## config.mk

```make
export PLATFORM = sky130hd
export DESIGN_NAME = dmc_ctrl_flat
export DESIGN_NICKNAME = d
export VERILOG_FILES = /design/src/hdl/dmc_pkg.sv /design/src/hdl/dmc_link_if.sv /design/src/hdl/dmc_ctrl.sv /design/src/flat_wrapper.sv
export SDC_FILE = /design/constraint.sdc
export NUM_CORES = 1
export LEC_CHECK = 0
export BUFFER_PORTS_ARGS = -buffer_cell sky130_fd_sc_hd__buf_2
export CAP_MARGIN = 25
export CORE_AREA = 2 2 122 124
export DETAILED_ROUTE_END_ITERATION = 7
export DIE_AREA = 0 0 124 126
export PLACE_DENSITY = 0.82
export SLEW_MARGIN = 5
export SYNTH_ARGS = -nofsm -noshare
export SYNTH_HDL_FRONTEND = slang
export SYNTH_SLANG_ARGS = --single-unit
```

## constraint.sdc

```tcl
create_clock -name core_clk_i -period 3.4 [get_ports core_clk_i]
set_input_delay 0 -clock core_clk_i [delete_from_list [all_inputs] [get_ports core_clk_i]]
set_output_delay 0 -clock core_clk_i [all_outputs]
set_load 0.05 [all_outputs]
```

## src/hdl/dmc_pkg.sv

```systemverilog
// shared constants of the single-channel memory mover and its controller.
// assumes one 25 MHz core clock shared by both ends.
package dmc_pkg;
    localparam int ADDR_W     = 16;
    localparam int CNT_W      = 12;
    localparam int NUM_TRIG   = 8;
    localparam int SEL_W      = 3;
    localparam int DATA_W     = 8;

    // core clocks per instruction cycle; triggers are looked at once per cycle
    localparam int CLK_HZ     = 25_000_000;
    localparam int INSTR_CLKS = 4;
    localparam int TICK_W     = 2;

    // address modes of either pointer
    localparam logic [1:0] MODE_HOLD = 2'h0;
    localparam logic [1:0] MODE_INC  = 2'h1;
    localparam logic [1:0] MODE_DEC  = 2'h2;
    localparam logic [1:0] DST_REGION = 2'h0;

    // wishbone register offsets (byte addresses)
    localparam logic [7:0] OFS_CTRL      = 8'h00;
    localparam logic [7:0] OFS_SRC_START = 8'h04;
    localparam logic [7:0] OFS_DST_START = 8'h08;
    localparam logic [7:0] OFS_SRC_SIZE  = 8'h0c;
    localparam logic [7:0] OFS_DST_SIZE  = 8'h10;
    localparam logic [7:0] OFS_TRIG      = 8'h14;
    localparam logic [7:0] OFS_STATUS    = 8'h18;
    localparam logic [7:0] OFS_MASK      = 8'h1c;
    localparam logic [7:0] OFS_SRC_PTR   = 8'h20;
    localparam logic [7:0] OFS_DST_PTR   = 8'h24;
    localparam logic [7:0] OFS_SRC_CNT   = 8'h28;
    localparam logic [7:0] OFS_DST_CNT   = 8'h2c;

    // control register fields
    localparam int CTRL_EN       = 0;
    localparam int CTRL_GO       = 1;
    localparam int CTRL_SSTOP    = 2;
    localparam int CTRL_DSTOP    = 3;
    localparam int CTRL_REGION   = 4;
    localparam int CTRL_SOURCE_ADDR_MODE    = 6;
    localparam int CTRL_DEST_ADDR_MODE    = 8;
    localparam int CTRL_LOCK     = 10;
    localparam int CTRL_PRIO     = 11;
    localparam int CTRL_W        = 14;

    // trigger select register fields
    localparam int TRIG_SSEL     = 0;
    localparam int TRIG_SEN      = 3;
    localparam int TRIG_ASEL     = 4;
    localparam int TRIG_AEN      = 7;
    localparam int TRIG_W        = 8;

    // status / mask bits
    localparam int ST_OVERRUN    = 0;
    localparam int ST_DONE       = 1;
    localparam int ST_ABORT      = 2;
    localparam int ST_W          = 3;

    localparam logic [31:0] RESET_WORD = 32'h0000_0000;
    // trigger sources 0..3 hold their request until served; 4..7 pulse
    localparam logic [7:0]  LEVEL_SRC  = 8'h0f;
    // processor priority level; lower number wins
    localparam logic [2:0]  CPU_PRIO   = 3'h3;
endpackage

```

## src/hdl/dmc_link_if.sv

```systemverilog
// link between the transfer channel and its controller / arbiter end.
// assumes both ends run on the same core clock; no clocking block.
`timescale 1ns/1ps
`default_nettype none
interface dmc_link_if
    import dmc_pkg::*;
();
    logic                en;
    logic                src_stop;
    logic                dst_stop;
    logic [1:0]          src_region;
    logic [1:0]          src_mode;
    logic [1:0]          dst_mode;
    logic [ADDR_W-1:0]   src_start;
    logic [ADDR_W-1:0]   dst_start;
    logic [CNT_W-1:0]    src_size;
    logic [CNT_W-1:0]    dst_size;
    logic [SEL_W-1:0]    start_sel;
    logic [SEL_W-1:0]    abort_sel;
    logic                start_en;
    logic                abort_en;
    logic                sw_go;
    logic                tick;
    logic [NUM_TRIG-1:0] trig;
    logic [NUM_TRIG-1:0] trig_level;
    logic                grant;
    logic [DATA_W-1:0]   rdata;
    logic                req;
    logic                we;
    logic [ADDR_W-1:0]   addr;
    logic [1:0]          region;
    logic [DATA_W-1:0]   wdata;
    logic                go;
    logic                overrun_evt;
    logic                done_evt;
    logic                abort_evt;
    logic [ADDR_W-1:0]   src_ptr;
    logic [ADDR_W-1:0]   dst_ptr;
    logic [CNT_W-1:0]    src_cnt;
    logic [CNT_W-1:0]    dst_cnt;

    modport chan (
        input  en, src_stop, dst_stop, src_region, src_mode, dst_mode, src_start, dst_start,
               src_size, dst_size, start_sel, abort_sel, start_en, abort_en, sw_go, tick,
               trig, trig_level, grant, rdata,
        output req, we, addr, region, wdata, go, overrun_evt, done_evt, abort_evt,
               src_ptr, dst_ptr, src_cnt, dst_cnt
    );
    modport ctrl (
        output en, src_stop, dst_stop, src_region, src_mode, dst_mode, src_start, dst_start,
               src_size, dst_size, start_sel, abort_sel, start_en, abort_en, sw_go, tick,
               trig, trig_level, grant, rdata,
        input  req, we, addr, region, wdata, go, overrun_evt, done_evt, abort_evt,
               src_ptr, dst_ptr, src_cnt, dst_cnt
    );
endinterface
`default_nettype wire

```

## src/hdl/dmc_ctrl.sv

```systemverilog
// controller end: wishbone registers for software, instruction-cycle tick,
// trigger pin synchroniser, and the memory arbiter that hands the channel
// cycles the processor leaves idle, or any cycle when the channel outranks it.
// assumes a classic wishbone master and a memory answering in the same cycle.
`timescale 1ns/1ps
`default_nettype none
module dmc_ctrl
    import dmc_pkg::*;
#(
    parameter logic [NUM_TRIG-1:0] TRIG_LEVEL = LEVEL_SRC
)(
    input  wire logic                core_clk_i,
    input  wire logic                rstn_i,
    dmc_link_if.ctrl                 link,
    input  wire logic                wb_cyc_i,
    input  wire logic                wb_stb_i,
    input  wire logic                wb_we_i,
    input  wire logic [7:0]          wb_adr_i,
    input  wire logic [3:0]          wb_sel_i,
    input  wire logic [31:0]         wb_dat_i,
    output logic      [31:0]         wb_dat_o,
    output logic                     wb_ack_o,
    output logic                     irq_o,
    input  wire logic [NUM_TRIG-1:0] trig_i,
    input  wire logic                cpu_busy_i,
    output logic                     mem_en_o,
    output logic                     mem_we_o,
    output logic      [ADDR_W-1:0]   mem_addr_o,
    output logic      [1:0]          mem_region_o,
    output logic      [DATA_W-1:0]   mem_wdata_o,
    input  wire logic [DATA_W-1:0]   mem_rdata_i
);
    logic [CTRL_W-1:0]   ctrl;
    logic [TRIG_W-1:0]   trig_cfg;
    logic [ST_W-1:0]     status;
    logic [ST_W-1:0]     mask;
    logic [ST_W-1:0]     st_set;
    logic [ST_W-1:0]     st_clr;
    logic [NUM_TRIG-1:0] trig_m;
    logic [NUM_TRIG-1:0] trig_s;
    logic [TICK_W-1:0]   tick_cnt;
    logic [31:0]         rd_word;
    logic                wr_hit;
    logic                sw_go;

    // refuse a divider that the tick counter cannot count out
    if (INSTR_CLKS != (1 << TICK_W) || CLK_HZ <= 0) begin
        $error("instruction divider does not match its counter width");
    end

    assign wr_hit = wb_cyc_i && wb_stb_i && wb_ack_o && wb_we_i && wb_sel_i[0];

    // ack one cycle after the request; writes land on the ack edge
    always_ff @(posedge core_clk_i or negedge rstn_i) begin
        if (!rstn_i) begin
            wb_ack_o <= 1'b0;
            wb_dat_o <= RESET_WORD;
        end else begin
            wb_ack_o <= wb_cyc_i && wb_stb_i && !wb_ack_o;
            wb_dat_o <= rd_word;
        end
    end

    always_comb begin
        rd_word = RESET_WORD;
        unique case (wb_adr_i)
            OFS_CTRL: begin
                rd_word[CTRL_W-1:0] = ctrl;
                rd_word[CTRL_GO]    = link.go;
            end
            OFS_SRC_START: rd_word[ADDR_W-1:0] = link.src_start;
            OFS_DST_START: rd_word[ADDR_W-1:0] = link.dst_start;
            OFS_SRC_SIZE:  rd_word[CNT_W-1:0]  = link.src_size;
            OFS_DST_SIZE:  rd_word[CNT_W-1:0]  = link.dst_size;
            OFS_TRIG:      rd_word[TRIG_W-1:0] = trig_cfg;
            OFS_STATUS:    rd_word[ST_W-1:0]   = status;
            OFS_MASK:      rd_word[ST_W-1:0]   = mask;
            OFS_SRC_PTR:   rd_word[ADDR_W-1:0] = link.src_ptr;
            OFS_DST_PTR:   rd_word[ADDR_W-1:0] = link.dst_ptr;
            OFS_SRC_CNT:   rd_word[CNT_W-1:0]  = link.src_cnt;
            OFS_DST_CNT:   rd_word[CNT_W-1:0]  = link.dst_cnt;
            default:       rd_word             = RESET_WORD;
        endcase
    end

    // configuration words; software sets these before the enable
    always_ff @(posedge core_clk_i or negedge rstn_i) begin
        if (!rstn_i) begin
            ctrl           <= '0;
            trig_cfg       <= '0;
            mask           <= '0;
            link.src_start <= '0;
            link.dst_start <= '0;
            link.src_size  <= '0;
            link.dst_size  <= '0;
        end else if (wr_hit) begin
            unique case (wb_adr_i)
                OFS_CTRL:      ctrl           <= wb_dat_i[CTRL_W-1:0];
                OFS_SRC_START: link.src_start <= wb_dat_i[ADDR_W-1:0];
                OFS_DST_START: link.dst_start <= wb_dat_i[ADDR_W-1:0];
                OFS_SRC_SIZE:  link.src_size  <= wb_dat_i[CNT_W-1:0];
                OFS_DST_SIZE:  link.dst_size  <= wb_dat_i[CNT_W-1:0];
                OFS_TRIG:      trig_cfg       <= wb_dat_i[TRIG_W-1:0];
                OFS_MASK:      mask           <= wb_dat_i[ST_W-1:0];
                default:       ;
            endcase
        end
    end

    always_ff @(posedge core_clk_i or negedge rstn_i) begin
        if (!rstn_i) begin
            sw_go <= 1'b0;
        end else begin
            sw_go <= wr_hit && (wb_adr_i == OFS_CTRL) && wb_dat_i[CTRL_GO];
        end
    end

    // sticky events: a set in the clearing cycle survives
    assign st_set = {link.abort_evt, link.done_evt, link.overrun_evt};
    assign st_clr = (wr_hit && wb_adr_i == OFS_STATUS) ? wb_dat_i[ST_W-1:0] : '0;
    always_ff @(posedge core_clk_i or negedge rstn_i) begin
        if (!rstn_i) begin
            status <= '0;
        end else begin
            status <= (status & ~st_clr) | st_set;
        end
    end
    assign irq_o = |(status & mask);

    always_ff @(posedge core_clk_i or negedge rstn_i) begin
        if (!rstn_i) begin
            trig_m <= '0;
            trig_s <= '0;
        end else begin
            trig_m <= trig_i;
            trig_s <= trig_m;
        end
    end

    always_ff @(posedge core_clk_i or negedge rstn_i) begin
        if (!rstn_i) begin
            tick_cnt <= '0;
        end else begin
            tick_cnt <= tick_cnt + 1'b1;
        end
    end

    assign link.tick       = (tick_cnt == '1);
    assign link.trig       = trig_s;
    assign link.trig_level = TRIG_LEVEL;
    assign link.sw_go      = sw_go;
    assign link.en         = ctrl[CTRL_EN];
    assign link.src_stop   = ctrl[CTRL_SSTOP];
    assign link.dst_stop   = ctrl[CTRL_DSTOP];
    assign link.src_region = ctrl[CTRL_REGION +: 2];
    assign link.src_mode   = ctrl[CTRL_SOURCE_ADDR_MODE +: 2];
    assign link.dst_mode   = ctrl[CTRL_DEST_ADDR_MODE +: 2];
    assign link.start_sel  = trig_cfg[TRIG_SSEL +: SEL_W];
    assign link.start_en   = trig_cfg[TRIG_SEN];
    assign link.abort_sel  = trig_cfg[TRIG_ASEL +: SEL_W];
    assign link.abort_en   = trig_cfg[TRIG_AEN];

    // no grant until priorities are locked; then idle processor cycles, or
    // any cycle when the channel outranks the processor
    assign link.grant = link.req && ctrl[CTRL_LOCK]
                        && (!cpu_busy_i || ctrl[CTRL_PRIO +: 3] < CPU_PRIO);
    assign link.rdata = mem_rdata_i;
    assign mem_en_o     = link.grant;
    assign mem_we_o     = link.we;
    assign mem_addr_o   = link.addr;
    assign mem_region_o = link.region;
    assign mem_wdata_o  = link.wdata;
endmodule
`default_nettype wire

```

## src/flat_wrapper.sv

```systemverilog
// flat-port wrapper written by rule: the top's interface ports become plain ports
module dmc_ctrl_flat import dmc_pkg::*;
#(
    parameter logic [NUM_TRIG-1:0] TRIG_LEVEL = LEVEL_SRC
)
  (core_clk_i, rstn_i, wb_cyc_i, wb_stb_i, wb_we_i, wb_adr_i, wb_sel_i, wb_dat_i, wb_dat_o, wb_ack_o, irq_o, trig_i, cpu_busy_i, mem_en_o, mem_we_o, mem_addr_o, mem_region_o, mem_wdata_o, mem_rdata_i, link_en, link_src_stop, link_dst_stop, link_src_region, link_src_mode, link_dst_mode, link_src_start, link_dst_start, link_src_size, link_dst_size, link_start_sel, link_abort_sel, link_start_en, link_abort_en, link_sw_go, link_tick, link_trig, link_trig_level, link_grant, link_rdata, link_req, link_we, link_addr, link_region, link_wdata, link_go, link_overrun_evt, link_done_evt, link_abort_evt, link_src_ptr, link_dst_ptr, link_src_cnt, link_dst_cnt);
  dmc_link_if link_i ();
  input  wire logic core_clk_i;
  input  wire logic rstn_i;
  input  wire logic wb_cyc_i;
  input  wire logic wb_stb_i;
  input  wire logic wb_we_i;
  input  wire logic [7:0] wb_adr_i;
  input  wire logic [3:0] wb_sel_i;
  input  wire logic [31:0] wb_dat_i;
  output logic      [31:0] wb_dat_o;
  output logic wb_ack_o;
  output logic irq_o;
  input  wire logic [NUM_TRIG-1:0] trig_i;
  input  wire logic cpu_busy_i;
  output logic mem_en_o;
  output logic mem_we_o;
  output logic      [ADDR_W-1:0] mem_addr_o;
  output logic      [1:0] mem_region_o;
  output logic      [DATA_W-1:0] mem_wdata_o;
  input  wire logic [DATA_W-1:0] mem_rdata_i;
  output wire logic [$bits(link_i.en)-1:0] link_en;
  output wire logic [$bits(link_i.src_stop)-1:0] link_src_stop;
  output wire logic [$bits(link_i.dst_stop)-1:0] link_dst_stop;
  output wire logic [$bits(link_i.src_region)-1:0] link_src_region;
  output wire logic [$bits(link_i.src_mode)-1:0] link_src_mode;
  output wire logic [$bits(link_i.dst_mode)-1:0] link_dst_mode;
  output wire logic [$bits(link_i.src_start)-1:0] link_src_start;
  output wire logic [$bits(link_i.dst_start)-1:0] link_dst_start;
  output wire logic [$bits(link_i.src_size)-1:0] link_src_size;
  output wire logic [$bits(link_i.dst_size)-1:0] link_dst_size;
  output wire logic [$bits(link_i.start_sel)-1:0] link_start_sel;
  output wire logic [$bits(link_i.abort_sel)-1:0] link_abort_sel;
  output wire logic [$bits(link_i.start_en)-1:0] link_start_en;
  output wire logic [$bits(link_i.abort_en)-1:0] link_abort_en;
  output wire logic [$bits(link_i.sw_go)-1:0] link_sw_go;
  output wire logic [$bits(link_i.tick)-1:0] link_tick;
  output wire logic [$bits(link_i.trig)-1:0] link_trig;
  output wire logic [$bits(link_i.trig_level)-1:0] link_trig_level;
  output wire logic [$bits(link_i.grant)-1:0] link_grant;
  output wire logic [$bits(link_i.rdata)-1:0] link_rdata;
  input wire logic [$bits(link_i.req)-1:0] link_req;
  input wire logic [$bits(link_i.we)-1:0] link_we;
  input wire logic [$bits(link_i.addr)-1:0] link_addr;
  input wire logic [$bits(link_i.region)-1:0] link_region;
  input wire logic [$bits(link_i.wdata)-1:0] link_wdata;
  input wire logic [$bits(link_i.go)-1:0] link_go;
  input wire logic [$bits(link_i.overrun_evt)-1:0] link_overrun_evt;
  input wire logic [$bits(link_i.done_evt)-1:0] link_done_evt;
  input wire logic [$bits(link_i.abort_evt)-1:0] link_abort_evt;
  input wire logic [$bits(link_i.src_ptr)-1:0] link_src_ptr;
  input wire logic [$bits(link_i.dst_ptr)-1:0] link_dst_ptr;
  input wire logic [$bits(link_i.src_cnt)-1:0] link_src_cnt;
  input wire logic [$bits(link_i.dst_cnt)-1:0] link_dst_cnt;
  assign link_en = link_i.en;
  assign link_src_stop = link_i.src_stop;
  assign link_dst_stop = link_i.dst_stop;
  assign link_src_region = link_i.src_region;
  assign link_src_mode = link_i.src_mode;
  assign link_dst_mode = link_i.dst_mode;
  assign link_src_start = link_i.src_start;
  assign link_dst_start = link_i.dst_start;
  assign link_src_size = link_i.src_size;
  assign link_dst_size = link_i.dst_size;
  assign link_start_sel = link_i.start_sel;
  assign link_abort_sel = link_i.abort_sel;
  assign link_start_en = link_i.start_en;
  assign link_abort_en = link_i.abort_en;
  assign link_sw_go = link_i.sw_go;
  assign link_tick = link_i.tick;
  assign link_trig = link_i.trig;
  assign link_trig_level = link_i.trig_level;
  assign link_grant = link_i.grant;
  assign link_rdata = link_i.rdata;
  assign link_i.req = link_req;
  assign link_i.we = link_we;
  assign link_i.addr = link_addr;
  assign link_i.region = link_region;
  assign link_i.wdata = link_wdata;
  assign link_i.go = link_go;
  assign link_i.overrun_evt = link_overrun_evt;
  assign link_i.done_evt = link_done_evt;
  assign link_i.abort_evt = link_abort_evt;
  assign link_i.src_ptr = link_src_ptr;
  assign link_i.dst_ptr = link_dst_ptr;
  assign link_i.src_cnt = link_src_cnt;
  assign link_i.dst_cnt = link_dst_cnt;
  dmc_ctrl #(.TRIG_LEVEL(TRIG_LEVEL)) u_core (.core_clk_i(core_clk_i), .rstn_i(rstn_i), .link(link_i), .wb_cyc_i(wb_cyc_i), .wb_stb_i(wb_stb_i), .wb_we_i(wb_we_i), .wb_adr_i(wb_adr_i), .wb_sel_i(wb_sel_i), .wb_dat_i(wb_dat_i), .wb_dat_o(wb_dat_o), .wb_ack_o(wb_ack_o), .irq_o(irq_o), .trig_i(trig_i), .cpu_busy_i(cpu_busy_i), .mem_en_o(mem_en_o), .mem_we_o(mem_we_o), .mem_addr_o(mem_addr_o), .mem_region_o(mem_region_o), .mem_wdata_o(mem_wdata_o), .mem_rdata_i(mem_rdata_i));
endmodule
```

Word level (Yosys, flattened, before mapping)
Cells that the tools add are included.

word-level totals
  word-level logic and storage cells = 60
  input port bits = 154
  output and inout port bits = 162
  register bits = 120

operators by class
  reductions and logical operators = 22
  add/subtract/negate cells = 1
  bitwise gates (word level) = 4
  equality and inequality tests = 12
  mux-type cells = 6
  magnitude comparators = 1

operator list
  operator             count
  $pmux 5 s10          1
  $pmux 3 s12          1
  $pmux 4 s9           1
  $eq 8x5->1 const B   4
  $eq 8x6->1 const B   4
  $eq 8x4->1 const B   2
  $reduce_and 2->1     7
  $logic_and 1x1->1    10
  $pmux 2 s5           1
  $eq 8x3->1 const B   1
  $logic_not 8->1      1
  $pmux 2 s4           1
  $and 3x3->3          2
  $lt 3x2->1 const B   1
  $mux 3               1
  $not 3->3            1
  $or 3x3->3           1
  $reduce_or 3->1      1
  $add 2x1->2 const B  1
  $eq 2x2->1 const B   1
  $logic_not 1->1      2
  $logic_or 1x1->1     1

Longest topological paths before layout
Gate-level depths: netlist of run 1.

  depth after elaboration = 9
  gate-level depth with buffers = 7
  gate-level depth less buffers = 4

Worst setup path before layout of run 1
OpenSTA, ideal clock, no wires.

  path type = flip-flop to flip-flop
  from = register u_core.wb_ack_o
  to = register u_core.link.src_start[10]
  path buffers = 1
  period minus slack after synthesis = 1.976 ns
  setup slack = 1.424 ns
  setup time = 0.125 ns
  required time = 3.275 ns
  data arrival time = 1.851 ns
  stages on the path, launching flop included = 6
  cell sequence = dfrtp_1 -> nand3_1 -> nor3_4 -> nand2_4 -> buf_6 -> mux2_4

between the ends
  cells in the longest elaborated chain, start to end = 4

RTL lines
  what                               line               source
  start, declared                    dmc_ctrl.sv:22     output logic wb_ack_o,
  start signal, assigned             dmc_ctrl.sv:59     wb_ack_o <= wb_cyc_i && wb_stb_i && !wb_ack_o;
  $logic_and 1x1->1 (3 in series)    dmc_ctrl.sv:51     assign wr_hit = wb_cyc_i && wb_stb_i && wb_ack_o && wb_we_i && wb_sel_i[0];
  $reduce_and 2->1 (no source line)  n/a
  end signal, assigned               dmc_ctrl.sv:99     OFS_SRC_START: link.src_start <= wb_dat_i[ADDR_W-1:0];
  end, declared                      dmc_link_if.sv:50  output en, src_stop, dst_stop, src_region, src_mode, dst_mode, src_start, dst_start,

Every way passes these cells.
A chain may end at the register's enable or synchronous reset.

Worst setup path in the final report of run 1
  from = input port wb_adr_i[5]
  to = register u_core.status[0]

between the ends
  cells in the longest elaborated chain, start to end = 6

RTL lines
  what                  line                source
  start, declared       flat_wrapper.sv:13  input wire logic [7:0] wb_adr_i;
  $eq 8x5->1            dmc_ctrl.sv:120     assign st_clr = (wr_hit && wb_adr_i == OFS_STATUS) ? wb_dat_i[ST_W-1:0] : '0;
  $logic_and 1x1->1     dmc_ctrl.sv:120
  $mux 3                dmc_ctrl.sv:120
  $not 3->3             dmc_ctrl.sv:125     status <= (status & ~st_clr) | st_set;
  $and 3x3->3           dmc_ctrl.sv:125
  $or 3x3->3            dmc_ctrl.sv:125
  end signal, assigned  dmc_ctrl.sv:125
  end, declared         dmc_ctrl.sv:35      logic [ST_W-1:0] status;

Every way passes these cells.

==> impl_metrics.ini, run 1 <==
[clocking]
ctsRootBufferMaster = clkbuf_16
post_cts_buffers = 0
cts_buffer_depth = 2
cts_sinks = 119
cts_tree = yes
path_clk_slew_ns = 0.06
clk_latency_ns = 0.42
htree_levels = 4
numCtsBuffers = 17

[sta]
clock-skew-final_ns = 0.007778
max_clock_freq_mhz = 396.8
max_slew_margin = 0.3825
hold_viol_final = 0
whs_ns = 0.00001933
setup_viol = 0
finalCritPeriodShare = 0.7412
finalSetupTns_ns = 0
rsz0062_at_grt = no
worst_pin_slew_ns = 0.9191
layout_min_cycle_time_ns = 2.520
report.final.slew_viol_count = 0

[critical_path]
path_delay_family = simple AND/OR/NAND/NOR gates
worstSetupEndpointType = flop
crit_chain = buf_2 > or4b_1 > nor4_1 > nand2_1 > a21o_1 > dlygate4sd3_1
slowest_stage = or4b_1
critPathMaxFanout = 24
worst_setup_path_start_kind = input pin
r2r_start = u_core.wb_ack_o$_DFF_PN0_
worst-path-buf-inv = 2
startpoint = wb_adr_i[5]
cp.arrival_ns = 2.82
ff2ff_setup_slack_ns = 1.24
critPathKind = in2reg
cpPeakStageDelay_ns = 0.88
crit_required_ns = 3.70

[logic_synthesis]
synth_compound_area_frac = 0.09000
synth_simple_gate_area_share = 0.09160
synthCells = 505
synth-seq-cells = 119
synthAdderAreaFrac = 0.002009
ys_seq_area_frac = 0.4781
syn_area_um2 = 6228
synth_flop_cell = dfrtp_1
synth_area_per_cell_um2 = 12.33
ys_warn_count = 0
synth.area.mux_share = 0.2290
ys_async_sr_fraction = 1.000
synth_edf_count = 0
synth-xor-area-share = 0
ys_types = 59
synth_top_family_by_area = multiplexers

[placed_design]
dpl_cell_area_um2 = 7049
routabilityCongestion = 0.8261
place_hpwl_mm = 13.90
dp.cells = 832
port_buffers = 202

[floorplan]
dieArea_um2 = 15620
die_w_um = 124
rows = 44
coreArea_um2 = 14310
num_io_pins = 316
initial_core_util = 0.4351
die_h_um = 126

[power]
powerDensity_nw_per_um2 = 446.9
p_leak_nw = 4.338
max-vdd-ir-drop_mv = 0.4475

[routing]
vias = 4934
post_drt_wl_per_cell_um = 22.08
drc = 0
final_antenna_net_count = 0
firstDrtPassIters = 6
via_per_inst = 5.416
wl_mm = 20.11
drt_iter0_markers = 350

[layout]
n_fill_cell = 1205
n_antenna_cell = 0
area_growth_pct = 30.47
drive_above_1_share = 0.4787
final_cell_count_no_fill = 911
fin_area_um2 = 8127
nets = 870

[global_routing]
grt_pass1_vias = 5162
grt_use_total = 0.2617
grt_pass1_wl_mm = 29.68
grt_antenna_before_repair = 0
grt_max_degree = 75
grt-ovfl-total = 0

[run]
maxCapViolCount = 0

[status]
status = finished clean

[hold_path]
min_path_type = in2out
hp-start = mem_rdata_i[6]
==> path summary, 6_finish.rpt <==
path                                                       to  depth (start not counted)
worst min-delay path                            link_rdata[6]                          0
worst min register to register  u_core.link.trig[0]$_DFF_PN0_                          0
min in group asynchronous          u_core.mask[2]$_DFFE_PN0P_                          2
max in group asynchronous       u_core.wb_dat_o[11]$_DFF_PN0_                          3
worst max-delay path               u_core.status[0]$_DFF_PN0_                          6
worst max register to register     u_core.status[0]$_DFF_PN0_                          5
==> layer usage <==
metal | GRT usage | up-vias | wire length (µm)
met4 | 0.1018 | 0 | 555
li1 | - | 2178 | -
met5 | 0 | - | 0
met3 | 0.07337 | 45 | 1717
met2 | 0.4396 | 271 | 10020
met1 | 0.3164 | 2440 | 7818
==> metrics by stage <==
| stage | power [mW] | worst slack [ns] | utilization |
|---|---|---|---|
| after global routing | 3.762 | 0.8642 | 0.5677 |
| after floorplan | 1.773 | 1.424 | - |
| final | 3.632 | 0.8800 | 0.5677 |
| after detailed placement | 1.790 | 0.9103 | 0.4925 |
| after global placement | 1.787 | 0.9370 | 0.4925 |
| after CTS | 3.657 | 0.9277 | 0.5677 |
==> layout by cell type, fill, tap and decap left out, drive strengths merged, types with 2 or more instances in the layout <==
cell type / netlist / layout
or4: 3 / 3
nor2: 12 / 12
or3: 2 / 2
clkinv: 1 / 6
a311oi: 4 / 4
o21ai: 9 / 9
clkinvlp: 0 / 2
a21oi: 7 / 7
a31oi: 2 / 2
o22ai: 5 / 5
mux4: 2 / 2
bufinv: 0 / 3
mux2: 88 / 88
nor4b: 4 / 4
nand2: 24 / 24
nor2b: 3 / 3
nand2b: 3 / 3
nand3b: 8 / 8
a22oi: 14 / 14
o2bb2ai: 7 / 7
mux2i: 24 / 24
clkbuf: 15 / 20
a32oi: 5 / 5
inv: 3 / 4
nor3: 8 / 8
a221o: 2 / 2
nor4: 5 / 5
conb: 2 / 24
or4b: 3 / 3
o211ai: 5 / 5
a21o: 5 / 5
dfrtp: 119 / 119
dlygate4sd3: 0 / 48
nand3: 8 / 8
buf: 81 / 217
a22o: 3 / 3
and3: 2 / 2
nor3b: 4 / 4
==> synth_stat cells (all sizes together) (4+ instances only) <==
cell type	n	area, µm²
nor4	5	31.28
nand3b	8	60.06
nand2	24	115.1
buf	81	601.8
o2bb2ai	7	61.31
nor4b	4	47.55
clkbuf	15	56.30
nor2	12	45.04
o21ai	9	45.04
o22ai	5	31.28
o211ai	5	37.54
nand3	8	40.04
a22oi	14	105.1
nor3b	4	30.03
a311oi	4	35.03
a21oi	7	35.03
a21o	5	37.54
mux2i	24	240.2
dfrtp	119	2978
a32oi	5	43.79
mux2	88	1141
nor3	8	51.30
==> cells by family after synthesis <==
logic type,Yosys count
multiplexers,114
buffers and inverters,100
AO/OA/AOI/OAI,76
adder cells (fa/ha/maj),1
AND/OR/NAND/NOR,93
flip-flops,119
other,2
==> where the power goes <==
part	total [mW]	internal, mW	switching [mW]
Sequential	1.44	1.43	0.00532
Clock	1.83	1.17	0.658
Combinational	0.368	0.125	0.243
Total	3.63	2.73	0.907
==> sequential cells by signal (all words and copies together) (netlist names) <==
signal and flops:
u_core.link.dst_start 16, u_core.link.src_start 16, u_core.wb_dat_o 16, u_core.ctrl 13, u_core.link.dst_size 12, u_core.link.src_size 12
u_core.link.trig 8, u_core.trig_cfg 8, u_core.trig_m 8, u_core.mask 3, u_core.status 3, u_core.tick_cnt 2
u_core.link.sw_go 1, u_core.wb_ack_o 1
==> layout make-up <==
type	count	area (µm²)	share of cell area
well taps	184	230.2	0.02833
repair buffers	265	1619	0.1992
inverters	4	15.01	0.001848
clock inverters	11	150.1	0.01848
multi-input cells	308	2688	0.3307
flip-flops and latches	119	2978	0.3664
clock buffers	20	446.7	0.05497
==> what timing repair did <==
item	in CTS	in global routing
endpoints found under the hold margin	148	0
hold buffers	48	0
resized for setup	0	0
(Power assumes the default switching activity.)
==> run 2: changes to the inputs <==
--- a/config.mk
+++ b/config.mk
@@ -5,12 +5,13 @@
 export SDC_FILE = /design/constraint.sdc
 export NUM_CORES = 1
 export LEC_CHECK = 0
+export ABC_AREA = 1
 export BUFFER_PORTS_ARGS = -buffer_cell sky130_fd_sc_hd__buf_2
 export CAP_MARGIN = 25
 export CORE_AREA = 2 2 122 124
 export DETAILED_ROUTE_END_ITERATION = 7
 export DIE_AREA = 0 0 124 126
-export PLACE_DENSITY = 0.82
+export PLACE_DENSITY = 0.81
 export SLEW_MARGIN = 5
 export SYNTH_ARGS = -nofsm -noshare
 export SYNTH_HDL_FRONTEND = slang
==> constraint.sdc (replaced) <==
create_clock -name core_clk_i -period 2.6 [get_ports core_clk_i]
set_input_delay 0 -clock core_clk_i [delete_from_list [all_inputs] [get_ports core_clk_i]]
set_output_delay 0 -clock core_clk_i [all_outputs]
set_load 0.05 [all_outputs]
==> run 2 against run 1 <==
Sequential cell count unchanged; total power up 32%; design area down 0.37%; synthesized cell count up 43%; final cell count up 25%; wire length down 3.1%; clock power up 38%; critical path depth up 5.
==> impl_metrics.ini, run 2 <==
[critical_path]
worst_setup_path_start_kind = input pin
reg2reg_depth = 4
worstReg2RegEnd = u_core.link.src_start[6]$_DFFE_PN0P_
r2r_start = u_core.wb_ack_o$_DFF_PN0_
ff2ff_setup_slack_ns = 0.92
crit_required_ns = 2.94
cp.arrival_ns = 2.52
critPathMaxFanout = 9
worstSetupEndpointType = flop
critPathKind = in2reg

[routing]
wl_met3_mm = 1.583
final_antenna_net_count = 0
drt_iter0_markers = 392
wl_met2_mm = 9.434
via_per_inst = 4.972
wl_met1_mm = 7.946
wl_mm = 19.48
vias = 5683
post_drt_wl_per_cell_um = 17.04
firstDrtPassIters = 5
top_layer = met4
drc = 0

[power]
max-vdd-ir-drop_mv = 0.3753
p_leak_nw = 4.469
powerDensity_nw_per_um2 = 592.1
finalPower_mw = 4.794

[logic_synthesis]
synthCells = 724
ys_types = 24
synth_most_common_cell = nand2_1
synth.top_cell.area_share = 0.4864
ys_top_cells_by_area = dfrtp_1 49%, nand2_1 13%, buf_4 8.8%
synth_flop_cell = dfrtp_1
ys_async_sr_fraction = 1.000
synthTopCellsByCount = 215 x nand2_1, 119 x dfrtp_1, 96 x nand3_1
ys_seq_area_frac = 0.4864
syn_area_um2 = 6122
ys_warn_count = 0
synth-seq-cells = 119
synth_edf_count = 0
synth_area_per_cell_um2 = 8.456
yosysTopAreaCell = dfrtp_1

[placed_design]
routabilityCongestion = 0.8081
port_buffers = 202
place_hpwl_mm = 13.33

[layout]
layout_commonest_cell = nand2_1
nets = 1101
final_core_util = 0.5656
reg.largest.list = u_core.link.dst_start x16, u_core.link.src_start x16, u_core.wb_dat_o x16
n_antenna_cell = 0
layout_common_cells = 215 x nand2_1, 201 x buf_2, 119 x dfrtp_1, 96 x nand3_1, 69 x dlygate4sd3_1
area_growth_pct = 32.25
drive_above_1_share = 0.3024

[floorplan]
die_w_um = 124
num_io_pins = 316
coreArea_um2 = 14310
initial_core_util = 0.4277
die_h_um = 126
dieArea_um2 = 15620
rows = 44

[hold_path]
min_to = mem_we_o
hp-start = link_we
min_path_type = in2out
holdPathStages = 0

[global_routing]
grt-ovfl-total = 0
grt_pass1_vias = 5319
grt_max_degree = 66
grt_antenna_before_repair = 0
grt_use_total = 0.2494
grt_pass1_wl_mm = 28.79

[clocking]
cts_sinks = 119
ctsRootBufferMaster = clkbuf_16
cts_buffer_depth = 2
path_clk_slew_ns = 0.05
numCtsBuffers = 17
cts_tree = yes
postCtsHoldBufs = 69
clk_latency_ns = 0.41
cts_resized = 0
htree_levels = 4
post_cts_buffers = 0

[sta]
max_slew_margin = 0.4968
finalCritPeriodShare = 0.8394
rsz0062_at_grt = no
report.final.slew_viol_count = 0
whs_ns = 0.00002200
hold_viol_final = 0
max_clock_freq_mhz = 458.2
worst_pin_slew_ns = 0.7530
finalSetupTns_ns = 0
setup_viol = 0
layout_min_cycle_time_ns = 2.182
clock-skew-final_ns = 0.009435

[status]
status = finished clean

[run]
maxCapViolCount = 0
## run 2: layer usage
metal | up-vias | track usage
li1 | 2676 | -
met1 | 2690 | 0.3056
met2 | 266 | 0.4118
met3 | 51 | 0.07835
met4 | 0 | 0.09121
met5 | - | 0
## run 2: worst max-delay path, cell delays in order
cell,delay [ns]
buf_2,0.12
inv_1,0.06
nand2_2,0.09
nor2_2,0.51
buf_4,0.27
nand3_1,0.07
nand2_1,0.11
dlygate4sd3_1,0.56
nor2_1,0.06
dlygate4sd3_1,0.58
nand3_1,0.07
## run 2: metrics by stage
step                area (µm²)  worst slack, ns  instances
finish                    8097           0.4175       1143
global route              8097           0.2885       1143
CTS                       8097           0.4445       1143
detailed placement        6768           0.9205       1042
global placement          6768            1.001       1042
floorplan                 6205           0.9036        746
## run 2: cell families (layout without fill, tap and decap cells)
kind of cell | after synthesis | in the layout | share of synthesized area
other | 2 | 24 | 0.001227
AOI/OAI and AO/OA | 85 | 85 | 0.08400
adders and majority gates | 1 | 1 | 0.002043
DFF | 119 | 119 | 0.4864
buffers and inverters | 140 | 353 | 0.1469
and+or+nand+nor | 377 | 377 | 0.2794
## run 2: worst max-delay path by stage
stage / startpoint / endpoint / slack, ns / depth (start not counted)
after floorplan: u_core.wb_ack_o$_DFF_PN0_ / u_core.link.src_start[2]$_DFFE_PN0P_ / 0.90 / 6
final: wb_adr_i[0] / u_core.wb_dat_o[7]$_DFF_PN0_ / 0.42 / 11
after global routing: wb_adr_i[3] / u_core.wb_dat_o[7]$_DFF_PN0_ / 0.29 / 11
after CTS: wb_adr_i[0] / u_core.wb_dat_o[7]$_DFF_PN0_ / 0.44 / 11
after detailed placement: u_core.wb_ack_o$_DFF_PN0_ / u_core.link.src_start[7]$_DFFE_PN0P_ / 0.92 / 4
after global placement: u_core.wb_ack_o$_DFF_PN0_ / u_core.link.src_start[9]$_DFFE_PN0P_ / 1.00 / 5
## run 2: cell type report
cell class                 instances  area, µm²
clock inverter                    14      198.9
timing repair buffer             276       1754
clock buffer                      18      439.2
sequential                       119       2978
inverter                          45      168.9
tap                              184      230.2
multi-input combinational        487       2327
fill                            1280       6217
## run 2: power by group
group	internal [mW]	leakage [nW]	switching, mW
Combinational	0.123	2.55	0.273
Clock	1.64	0.311	0.883
Sequential	1.87	1.60	0.00577
Total	3.63	4.47	1.16
==> run 3: changes to the inputs <==
==> constraint.sdc (replaced) <==
create_clock -name core_clk_i -period 2.21 [get_ports core_clk_i]
set_input_delay 0 -clock core_clk_i [delete_from_list [all_inputs] [get_ports core_clk_i]]
set_output_delay 0 -clock core_clk_i [all_outputs]
set_load 0.05 [all_outputs]
==> run 3 against run 2 <==
Global-route usage is 0.62 points higher; largest cell class unchanged; design area rose by 1.1%; core utilization is 0.61 points higher; critical path type unchanged; combinational power up 20%; sequential share of layout area down 0.39 points; total power increased by 21%; register-to-register slack worse by 0.37 ns.
==> impl_metrics.ini, run 3 (synthesis results as in run 2) <==
[layout]
fin_area_um2 = 8184
layout_common_cells = 215 x nand2_1, 201 x buf_2, 119 x dfrtp_1, 96 x nand3_1, 70 x dlygate4sd3_1
n_fill_cell = 1273
area_growth_pct = 33.68
final_cell_count_no_fill = 1150
n_antenna_cell = 0
nets = 1108
drive_above_1_share = 0.3064
ff_latch_area_um2 = 2978
reg.largest.list = u_core.link.dst_start x16, u_core.link.src_start x16, u_core.wb_dat_o x16
final_core_util = 0.5718
multi_input_comb_area_um2 = 2336
layout_commonest_cell = nand2_1

[clocking]
cts_buffer_depth = 2
path_clk_slew_ns = 0.05
htree_levels = 4
ctsRootBufferMaster = clkbuf_16
clk_latency_ns = 0.41
cts_sinks = 119
numCtsBuffers = 17
cts_tree = yes
post_cts_buffers = 0

[power]
p_leak_nw = 4.509
combPwrFrac = 0.082
p_seq_frac = 0.380
swShare = 0.2272
p_int_mw = 4.488
powerDensity_nw_per_um2 = 709.6
max-vdd-ir-drop_mv = 0.4349
clkPwrFrac = 0.538
switching_power_mw = 1.320

[critical_path]
critPathMaxFanout = 9
reg2reg_depth = 4
ff2ff_setup_slack_ns = 0.55
worstSetupEndpointType = flop
cp.arrival_ns = 2.45
crit_required_ns = 2.56
worst_setup_path_start_kind = input pin
critPathKind = in2reg
startpoint = wb_adr_i[0]
worstReg2RegEnd = u_core.link.src_start[9]$_DFFE_PN0P_
r2r_start = u_core.wb_ack_o$_DFF_PN0_
critPathCapture = u_core.wb_dat_o[3]$_DFF_PN0_

[global_routing]
grt_max_degree = 59
grt-ovfl-total = 0
grt_use_total = 0.2556
grt_pass1_vias = 5522
grt_antenna_before_repair = 0
grt_pass1_wl_mm = 29.69

[placed_design]
dp.cells = 1047
routabilityCongestion = 0.7962
place_hpwl_mm = 13.46
port_buffers = 202
dpl_cell_area_um2 = 6805

[hold_path]
min_path_type = in2out

[routing]
drc = 0
post_drt_wl_per_cell_um = 17.40
firstDrtPassIters = 7
via_per_inst = 5.005
vias = 5756
final_antenna_net_count = 0
wl_mm = 20.01
drt_iter0_markers = 478

[sta]
report.final.slew_viol_count = 0
worst_pin_slew_ns = 0.6656
hold_viol_final = 0
clock-skew-final_ns = 0.01012
finalCritPeriodShare = 0.9530
finalSetupTns_ns = 0
max_clock_freq_mhz = 474.8
rsz0062_at_grt = no
layout_min_cycle_time_ns = 2.106
max_slew_margin = 0.5558
setup_viol = 0

[floorplan]
die_w_um = 124
initial_core_util = 0.4277
rows = 44
num_io_pins = 316
dieArea_um2 = 15620
coreArea_um2 = 14310
die_h_um = 126

[run]
maxCapViolCount = 0

[status]
status = finished clean
[run 3: critical path: stages]
cell and delay [ns]:
buf_2 0.12, inv_1 0.06, nand2_2 0.09, nor2_2 0.43, buf_4 0.29, nand3_1 0.09, nand2_1 0.08, dlygate4sd3_1 0.57
nor2_1 0.07, dlygate4sd3_1 0.57, nand3_1 0.07
[run 3: per-stage QoR]
step	setup slack, ns	power, mW	hold slack (ns)
after global placement	0.6463	2.647	-0.003507
final	0.1040	5.808	0.00002200
after detailed placement	0.5923	2.650	-0.004186
after floorplan	0.5136	2.668	-0.2956
after CTS	0.1403	5.839	0.0003409
after global routing	0.02626	5.997	0.0001390
[run 3: metal layers]
layer | wire length (µm) | global-route usage | vias to the layer above
li1 | - | - | 2695
met1 | 7762 | 0.3050 | 2713
met2 | 9767 | 0.4211 | 296
met3 | 1887 | 0.08424 | 52
met4 | 591 | 0.1077 | 0
met5 | 0 | 0 | -
[run 3: power groups by stage]
stage,clock (mW),combinational [mW],sequential (mW)
global route,3.28,0.511,2.21
finish,3.13,0.474,2.21
CTS,3.16,0.468,2.21
floorplan,0,0.375,2.29
global placement,0,0.402,2.25
detailed placement,0,0.404,2.25
[run 3: repair_timing]
item	in CTS	in global routing
endpoints found under the hold margin	117	0
resized for setup	0	1
hold buffers	70	0
setup endpoints to repair	0	4
[run 3: area by class of cell]
class                      count  area share
sequential                   119      0.3639
multi-input combinational    488      0.2854
timing repair buffer         282      0.2202
clock buffer                  19     0.05412
tap                          184     0.02813
clock inverter                13     0.02767
inverter                      45     0.02064
[run 3: worst min-delay path by stage]
stage	startpoint	to	slack, ns	depth (start not counted)
after floorplan	rstn_i	u_core.ctrl[0]$_DFFE_PN0P_	-0.30	0
after global placement	rstn_i	u_core.link.src_start[13]$_DFFE_PN0P_	-0.004	1
after detailed placement	rstn_i	u_core.link.src_start[13]$_DFFE_PN0P_	-0.004	1
after CTS	mem_rdata_i[4]	link_rdata[4]	0.0003	0
after global routing	link_we	mem_we_o	0.0001	0
final	link_we	mem_we_o	0.00002	0
